[src/ies_pkg.sv]
// Shared constants, command codes and carrier types of the status core.
package ies_pkg;

	// Event status register and enable mask share this bit layout.
	localparam int ESR_PON = 7;
	localparam int ESR_CME = 5;
	localparam int ESR_EXE = 4;
	localparam int ESR_DDE = 3;
	localparam int ESR_QYE = 2;
	localparam int ESR_OPC = 0;

	// Status byte layout.
	localparam int STB_OPER = 7;
	localparam int STB_MSS  = 6;
	localparam int STB_ESB  = 5;
	localparam int STB_MAV  = 4;
	localparam int STB_QUES = 3;
	localparam int STB_ERRQ = 2;

	// Reset values, masks and the completion reply character.
	localparam logic [7:0] ESE_RESET     = 8'h00;
	localparam logic [7:0] ESR_RESET     = 8'h00;
	localparam logic [7:0] SRE_RESET     = 8'h00;
	localparam logic [7:0] STB_RESET     = 8'h00;
	localparam logic [7:0] ESR_USED_MASK = 8'hBD;
	localparam logic [7:0] SRE_WR_MASK   = 8'hBF;
	localparam logic [7:0] ALL_ONES      = 8'hFF;
	localparam logic [7:0] ASCII_ONE     = 8'h31;

	// Identification text; maker, model and serial values are arbitrary.
	localparam int DATE_MAX    = 10;
	localparam int ID_HEAD_LEN = 19;
	localparam int ID_TAIL_LEN = 13;
	localparam logic [8*ID_HEAD_LEN-1:0] ID_HEAD = "MAKER,PSU-0500-0.4 ";
	localparam logic [8*ID_TAIL_LEN-1:0] ID_TAIL = ",E000000,V1.0";

	typedef enum logic [3:0] {
		IES_CMD_CLS,
		IES_CMD_ESE,
		IES_CMD_ESE_Q,
		IES_CMD_ESR_Q,
		IES_CMD_IDN_Q,
		IES_CMD_OPC,
		IES_CMD_OPC_Q,
		IES_CMD_SRE,
		IES_CMD_SRE_Q,
		IES_CMD_STB_Q
	} ies_cmd_e;

	typedef struct packed {
		logic       valid;
		ies_cmd_e   code;
		logic [7:0] arg;
	} ies_cmd_t;

	typedef struct packed {
		logic cmdErr;
		logic exeErr;
		logic devErr;
		logic qryErr;
	} ies_evt_t;

	typedef struct packed {
		logic oper;
		logic ques;
		logic mav;
		logic errQue;
	} ies_sum_t;

	typedef struct packed {
		logic       valid;
		logic       last;
		logic [7:0] data;
	} ies_resp_t;

endpackage

[src/ies_status_core.sv]
// Status reporting core: event status, enables, status byte, OPC and ID.
`timescale 1ns/1ns

module ies_status_core
	import ies_pkg::*;
(
	input  wire logic                    clock,
	input  wire logic                    reset_n,
	input  wire ies_cmd_t                cmdIn,
	input  wire ies_evt_t                evtIn,
	input  wire ies_sum_t                sumIn,
	input  wire logic                    opsPending,
	input  wire logic [8*DATE_MAX-1:0]   calDate,
	input  wire logic [3:0]              calDateLen,
	output logic                         cmdReady,
	output ies_resp_t                    respOut,
	output logic [7:0]                   statusByte,
	output logic                         clearPulse
);

	typedef enum logic [2:0] {
		ST_IDLE,
		ST_OPCQ_WAIT,
		ST_ID_HEAD,
		ST_ID_DATE,
		ST_ID_TAIL
	} ies_state_t;

	localparam logic [4:0] HEAD_LAST = 5'(ID_HEAD_LEN - 1);
	localparam logic [4:0] TAIL_LAST = 5'(ID_TAIL_LEN - 1);
	localparam logic [3:0] DATE_CAP  = 4'(DATE_MAX);

	ies_state_t state_reg;
	ies_resp_t  respOut_reg;
	logic [4:0] idx_reg;
	logic [7:0] esrReg;
	logic [7:0] esrNext;
	logic [7:0] eseReg;
	logic [7:0] sreReg;
	logic [7:0] statusByte_reg;
	logic [7:0] setBits;
	logic [7:0] clrBits;
	logic [7:0] esbTerm;
	logic [7:0] stbRaw;
	logic [3:0] dateLen;
	logic       cmdReady_reg;
	logic       clearPulse_reg;
	logic       ponPending_reg;
	logic       opcArmed_reg;
	logic       opcDone;
	logic       take;
	logic       isCls;

	assign cmdReady   = cmdReady_reg;
	assign respOut    = respOut_reg;
	assign statusByte = statusByte_reg;
	assign clearPulse = clearPulse_reg;

	// A command is taken only while the core says it is ready.
	assign take  = cmdIn.valid && cmdReady_reg;
	assign isCls = take && (cmdIn.code == IES_CMD_CLS);
	// Longer dates are cut so the field never exceeds its size.
	assign dateLen = (calDateLen > DATE_CAP) ? DATE_CAP : calDateLen;

	// Power-on is flagged once, in the first cycle after reset release.
	always_ff @(posedge clock or negedge reset_n)
	begin
		if (!reset_n)
			ponPending_reg <= 1'b1;
		else
			ponPending_reg <= 1'b0;
	end

	// Completion is watched in the background so the stream never stalls.
	assign opcDone = opcArmed_reg && !opsPending;
	always_ff @(posedge clock or negedge reset_n)
	begin
		if (!reset_n)
			opcArmed_reg <= 1'b0;
		else if (take && cmdIn.code == IES_CMD_OPC)
			opcArmed_reg <= 1'b1;
		else if (!opsPending)
			opcArmed_reg <= 1'b0;
	end

	// Event sets win over a read-clear or clear-status in the same cycle.
	always_comb
	begin
		setBits          = 8'h00;
		setBits[ESR_PON] = ponPending_reg;
		setBits[ESR_CME] = evtIn.cmdErr;
		setBits[ESR_EXE] = evtIn.exeErr;
		setBits[ESR_DDE] = evtIn.devErr;
		setBits[ESR_QYE] = evtIn.qryErr;
		setBits[ESR_OPC] = opcDone;
		clrBits = 8'h00;
		if (isCls || (take && cmdIn.code == IES_CMD_ESR_Q))
			clrBits = ALL_ONES;
		esrNext = ((esrReg & ~clrBits) | setBits) & ESR_USED_MASK;
	end

	always_ff @(posedge clock or negedge reset_n)
	begin
		if (!reset_n)
			esrReg <= ESR_RESET;
		else
			esrReg <= esrNext;
	end

	// Enable masks change only on their own write commands.
	always_ff @(posedge clock or negedge reset_n)
	begin
		if (!reset_n)
		begin
			eseReg <= ESE_RESET;
			sreReg <= SRE_RESET;
		end
		else if (take && cmdIn.code == IES_CMD_ESE)
			eseReg <= cmdIn.arg;
		else if (take && cmdIn.code == IES_CMD_SRE)
			sreReg <= cmdIn.arg & SRE_WR_MASK;
	end

	// Summary terms, one per event bit.
	genvar gi;
	for (gi = 0; gi < 8; gi++)
	begin : g_esb
		assign esbTerm[gi] = esrReg[gi] & eseReg[gi];
	end

	always_comb
	begin
		stbRaw           = 8'h00;
		stbRaw[STB_OPER] = sumIn.oper;
		stbRaw[STB_ESB]  = |esbTerm;
		stbRaw[STB_MAV]  = sumIn.mav;
		stbRaw[STB_QUES] = sumIn.ques;
		stbRaw[STB_ERRQ] = sumIn.errQue;
		stbRaw[STB_MSS]  = |(stbRaw & sreReg);
	end

	// The byte is rebuilt every cycle, so it trails its sources by one.
	always_ff @(posedge clock or negedge reset_n)
	begin
		if (!reset_n)
			statusByte_reg <= STB_RESET;
		else if (isCls)
			statusByte_reg <= STB_RESET;
		else
			statusByte_reg <= stbRaw;
	end

	// One pulse empties the error queue and the other event registers.
	always_ff @(posedge clock or negedge reset_n)
	begin
		if (!reset_n)
			clearPulse_reg <= 1'b0;
		else
			clearPulse_reg <= isCls;
	end

	// Query answers and the identification stream.
	always_ff @(posedge clock or negedge reset_n)
	begin
		if (!reset_n)
		begin
			state_reg    <= ST_IDLE;
			respOut_reg  <= '0;
			idx_reg      <= 5'h00;
			cmdReady_reg <= 1'b1;
		end
		else
		begin
			respOut_reg.valid <= 1'b0;
			respOut_reg.last  <= 1'b0;
			case (state_reg)
				ST_IDLE:
				begin
					idx_reg <= 5'h00;
					if (take)
					begin
						case (cmdIn.code)
							IES_CMD_ESE_Q:
							begin
								respOut_reg <= {1'b1, 1'b1, eseReg};
							end
							IES_CMD_ESR_Q:
							begin
								respOut_reg <= {1'b1, 1'b1, esrReg};
							end
							IES_CMD_SRE_Q:
							begin
								respOut_reg <= {1'b1, 1'b1, sreReg};
							end
							IES_CMD_STB_Q:
							begin
								respOut_reg <= {1'b1, 1'b1, statusByte_reg};
							end
							IES_CMD_IDN_Q:
							begin
								state_reg    <= ST_ID_HEAD;
								cmdReady_reg <= 1'b0;
							end
							IES_CMD_OPC_Q:
							begin
								state_reg    <= ST_OPCQ_WAIT;
								cmdReady_reg <= 1'b0;
							end
							default:
							begin
								state_reg <= ST_IDLE;
							end
						endcase
					end
				end
				ST_OPCQ_WAIT:
				begin
					// The link relies on the controller waiting for this byte.
					if (!opsPending)
					begin
						respOut_reg  <= {1'b1, 1'b1, ASCII_ONE};
						state_reg    <= ST_IDLE;
						cmdReady_reg <= 1'b1;
					end
				end
				ST_ID_HEAD:
				begin
					respOut_reg.valid <= 1'b1;
					respOut_reg.data  <= ID_HEAD[8*(HEAD_LAST-idx_reg) +: 8];
					idx_reg           <= idx_reg + 5'h01;
					if (idx_reg == HEAD_LAST)
					begin
						idx_reg   <= 5'h00;
						state_reg <= (dateLen == 4'h0) ? ST_ID_TAIL : ST_ID_DATE;
					end
				end
				ST_ID_DATE:
				begin
					respOut_reg.valid <= 1'b1;
					respOut_reg.data  <= calDate[8*idx_reg[3:0] +: 8];
					idx_reg           <= idx_reg + 5'h01;
					if (idx_reg[3:0] == dateLen - 4'h1)
					begin
						idx_reg   <= 5'h00;
						state_reg <= ST_ID_TAIL;
					end
				end
				ST_ID_TAIL:
				begin
					respOut_reg.valid <= 1'b1;
					respOut_reg.data  <= ID_TAIL[8*(TAIL_LAST-idx_reg) +: 8];
					idx_reg           <= idx_reg + 5'h01;
					if (idx_reg == TAIL_LAST)
					begin
						respOut_reg.last <= 1'b1;
						state_reg        <= ST_IDLE;
						cmdReady_reg     <= 1'b1;
					end
				end
				default:
				begin
					state_reg    <= ST_IDLE;
					cmdReady_reg <= 1'b1;
				end
			endcase
		end
	end
endmodule

[config.mk]
export PLATFORM = sky130hd
export DESIGN_NAME = ies_status_core
export DESIGN_NICKNAME = d
export VERILOG_FILES = /design/src/ies_pkg.sv /design/src/ies_status_core.sv
export SDC_FILE = /design/constraint.sdc
export NUM_CORES = 1
export LEC_CHECK = 0
export BUFFER_PORTS_ARGS = -buffer_cell sky130_fd_sc_hd__buf_4
export CORE_ASPECT_RATIO = 0.7
export CORE_MARGIN = 3
export CORE_UTILIZATION = 30
export CTS_CLUSTER_DIAMETER = 30
export DETAILED_ROUTE_END_ITERATION = 7
export SETUP_SLACK_MARGIN = 0.5
export SLEW_MARGIN = 20
export SYNTH_ARGS = -nofsm -noshare
export SYNTH_HDL_FRONTEND = slang
export SYNTH_SLANG_ARGS = --single-unit
export TNS_END_PERCENT = 30
[constraint.sdc]
create_clock -name clock -period 4.88 [get_ports clock]
set_input_delay 0.732 -clock clock [delete_from_list [all_inputs] [get_ports clock]]
set_output_delay 0.732 -clock clock [all_outputs]
set_load 0.02 [all_outputs]
==> flow_metrics.env <==
export IMPL_outcome="complete, no violations"
export IMPL_grt_pass1_wl_mm=22.7
export IMPL_tns_ns=0
export IMPL_dp_slack_ns=1.67
export IMPL_async_flop_share_pct=100
export IMPL_die_area_um2=15600
export IMPL_gp_congestion=0.956
export IMPL_timing_hold_ws_ns=0.463
export IMPL_cp_end_kind="flip-flop"
export IMPL_clk_pin_slew_ns=0.07
export IMPL_track_usage_pct=18.1
export IMPL_grt_pass1_vias=4278
export IMPL_fin_nets=693
export IMPL_routed_wl_mm=14.4
export IMPL_drtPass1Iterations=5
export IMPL_diodes=0
export IMPL_cts_resized=0
export IMPL_synth_edf_count=0
export IMPL_dp_hpwl_mm=10.9
export IMPL_grt_antenna_before_repair=0
export IMPL_ys_ff_latch=49
export IMPL_gr_usage_met2_pct=27.1
export IMPL_dieWidth_um=148
export IMPL_post_cts_buffers=0
export IMPL_cp_arrival_ns=3.59
export IMPL_layout_drive_gt1_share_pct=32.0
export IMPL_slew_violations=0
export IMPL_slew_headroom_pct=46.6
export IMPL_clock_sinks=49
export IMPL_grt_max_degree=50
export IMPL_numCtsBuffers=5
export IMPL_switchingPower_mw=0.792
export IMPL_row_count=35
export IMPL_core_um2=13500
export IMPL_p_leak_nw=2.24
export IMPL_drt_iter0_markers=400
export IMPL_p_int_mw=1.14
export IMPL_synthCells=487
export IMPL_areaGrowthSynthToFinish_pct=27.1
export IMPL_initial_utilization_pct=31.4
export IMPL_clock_latency_ns=0.30
export IMPL_critical_path_cell_chain="inv_1 -> ha_1 -> or2_2 -> or2_2 -> a21oi_1 -> a2111oi_0 -> o21ai_0 -> mux2_2"
export IMPL_crit_path_frequent_cell="or2_2"
export IMPL_worstSetupPathType="flip-flop to flip-flop"
export IMPL_viasPerCell=5.66
export IMPL_use_met3_pct=4.04
export IMPL_worstMarginPinSlew_ns=0.801
export IMPL_grt_ovfl_total=0
export IMPL_period_needed_ns=3.41
export IMPL_syn_area_um2=4230
export IMPL_cap_viol_max_count=0
export IMPL_clockBufferDepth=2
export IMPL_p_seq_share_pct=33.6
export IMPL_worst_slack_ns=1.47
export IMPL_placed_area_um2=5230
export IMPL_finalPower_mw=1.93
export IMPL_finalSetupViolCount=0
export IMPL_power_combinational_fraction_pct=48.1
export IMPL_holdBufCountCts=0
export IMPL_fill_cells=1387
export IMPL_finClkSkew_ns=0.00824
export IMPL_syn_area_per_cell_um2=8.68
export IMPL_htree_levels=2
export IMPL_io_buffers=125
export IMPL_irDropWorstVdd_v=0.000139
export IMPL_finalHoldViolCount=0
export IMPL_rsz0062_at_grt="no"
export IMPL_p_per_area_nw_per_um2=360
export IMPL_stdcell_area_um2=5370
export IMPL_dominantRegCellSynth="dfrtp_1"
export IMPL_grt_busiest_layer="met2"
export IMPL_cpMaxStageDelayCell="a2111oi_0"
export IMPL_drc=0
export IMPL_min_period_over_period_pct=69.8
export IMPL_die_y_um=105
export IMPL_fmax_mhz=293
export IMPL_required_ns=5.06
export IMPL_hp_class="input pin to async pin"
export IMPL_synth_warnings=0
export IMPL_switching_share_pct=41.0
export IMPL_clockPowerShare_pct=18.3
export IMPL_routedWlPerCell_um=18.8
export IMPL_synth_seq_area_share_pct=29.1
export IMPL_grt_use_met1_pct=26.7
export IMPL_cp_slowest_stage_delay_ns=0.65
export IMPL_start_kind="flip-flop"
export IMPL_route_vias_total=4338
export IMPL_synth_cell_types=67
export IMPL_largest_reg_flops=10
export IMPL_ant_nets=0
export IMPL_cts_root_buf="clkbuf_16"
export IMPL_ios=128
export IMPL_cp_max_fo=19
export IMPL_cts_tree="built"
per-stage QoR:
step                util, %  instances
floorplan                 -        489
global placement       38.8        759
detailed placement     38.8        759
CTS                    39.8        767
global route           39.8        767
finish                 39.8        767
critical path: cells and delay by family, from the launching register on:
kind / cells / cell delay [ns]
multiplexers: 1 / 0.31
AO/OA/AOI/OAI: 3 / 0.95
flip-flops: 1 / 0.55
buffers and inverters: 1 / 0.44
AND/OR/NAND/NOR: 2 / 0.40
adder cells (fa/ha/maj): 1 / 0.61
cells by family (layout without fill, tap and decap cells):
family / Yosys count / count (layout) / share of synthesized area (%)
simple gates: 157 / 157 / 18.6
xor+xnor: 15 / 15 / 3.28
compound gates: 150 / 150 / 24.1
fa+ha+maj: 4 / 4 / 1.18
flops: 49 / 49 / 29.1
buf+inv: 57 / 150 / 6.21
mux: 54 / 54 / 17.5
other cells: 1 / 3 / 0.0887
placed cells by master (no fill, tap or decap), types with 10 or more instances in the layout:
| cell | Yosys | final |
|---|---|---|
| inv_1 | 11 | 11 |
| mux2_2 | 20 | 20 |
| dfrtp_1 | 47 | 46 |
| nor3_1 | 16 | 16 |
| mux4_2 | 14 | 14 |
| xnor2_1 | 10 | 10 |
| buf_4 | 4 | 131 |
| o21ai_0 | 22 | 22 |
| nor2b_1 | 11 | 11 |
| o22ai_1 | 12 | 12 |
| a21oi_1 | 34 | 34 |
| nand3_1 | 12 | 12 |
| mux2i_1 | 20 | 20 |
| nand2_1 | 33 | 33 |
| nor2_1 | 40 | 40 |
final cells by class:
cell class	instances	area, um^2	share of cell area, %
Clock inverter	3	17.5	0.326
Inverter	11	41.3	0.768
Sequential cell	49	1230	22.9
Multi-Input combinational cell	383	2750	51.1
Timing Repair Buffer	131	983	18.3
Tap cell	185	231	4.31
Clock buffer	5	125	2.33
worst paths after layout:
kind	start	slack (ns)	depth (start not counted)	endpoint
max reg2reg	idx_reg[0]	1.47	8	respOut[1]
min reg2reg	opcArmed_reg	0.49	2	opcArmed_reg
max	idx_reg[0]	1.47	8	respOut[1]
max in group asynchronous	reset_n	3.96	1	idx_reg[0]
min in group clock	opcArmed_reg	0.49	2	opcArmed_reg
min	reset_n	0.46	1	esrReg[0]
per-layer routing:
layer,part of all wire [%],routed length (um),vias to the layer above
met4,1.4,198,0
met5,0,0,-
met3,8.5,1230,16
met1,46,6660,2090
li1,-,-,2006
met2,44,6340,226
Yosys cell counts, types with 3 or more instances:
cell type / n / share of area (%)
dfrtp_1: 47 / 28
nor2_1: 40 / 3.6
a21oi_1: 34 / 4.0
nand2_1: 33 / 2.9
o21ai_0: 22 / 2.6
buf_2: 21 / 2.5
mux2_2: 20 / 5.3
mux2i_1: 20 / 4.7
nor3_1: 16 / 1.9
clkbuf_1: 15 / 1.3
mux4_2: 14 / 7.5
nand3_1: 12 / 1.4
o22ai_1: 12 / 1.8
inv_1: 11 / 0.98
nor2b_1: 11 / 1.6
xnor2_1: 10 / 2.1
a22oi_1: 9 / 1.6
a31oi_1: 8 / 1.2
and3_1: 8 / 1.2
nand2b_1: 8 / 1.2
a211oi_1: 7 / 1.2
a21o_1: 6 / 1.1
and2_1: 6 / 0.89
o211ai_1: 6 / 1.1
o31ai_1: 6 / 1.1
buf_1: 5 / 0.44
o221ai_1: 5 / 1.0
buf_4: 4 / 0.71
ha_1: 4 / 1.2
or2_2: 4 / 0.59
or3_1: 4 / 0.59
xor2_1: 4 / 0.83
a21boi_0: 3 / 0.53
a221oi_1: 3 / 0.62
a22o_1: 3 / 0.62
a32oi_1: 3 / 0.62
nand3b_1: 3 / 0.53
nor4_1: 3 / 0.44
o311ai_0: 3 / 0.62
power groups by stage:
stage / clock network, mW / registers (mW) / logic, mW
finish: 0.354 / 0.649 / 0.929
global placement: 0 / 0.651 / 0.912
floorplan: 0 / 0.653 / 0.597
detailed placement: 0 / 0.653 / 0.922
CTS: 0.359 / 0.647 / 0.926
global route: 0.376 / 0.667 / 1.02
Note: power is estimated with default switching activity, not from simulation.
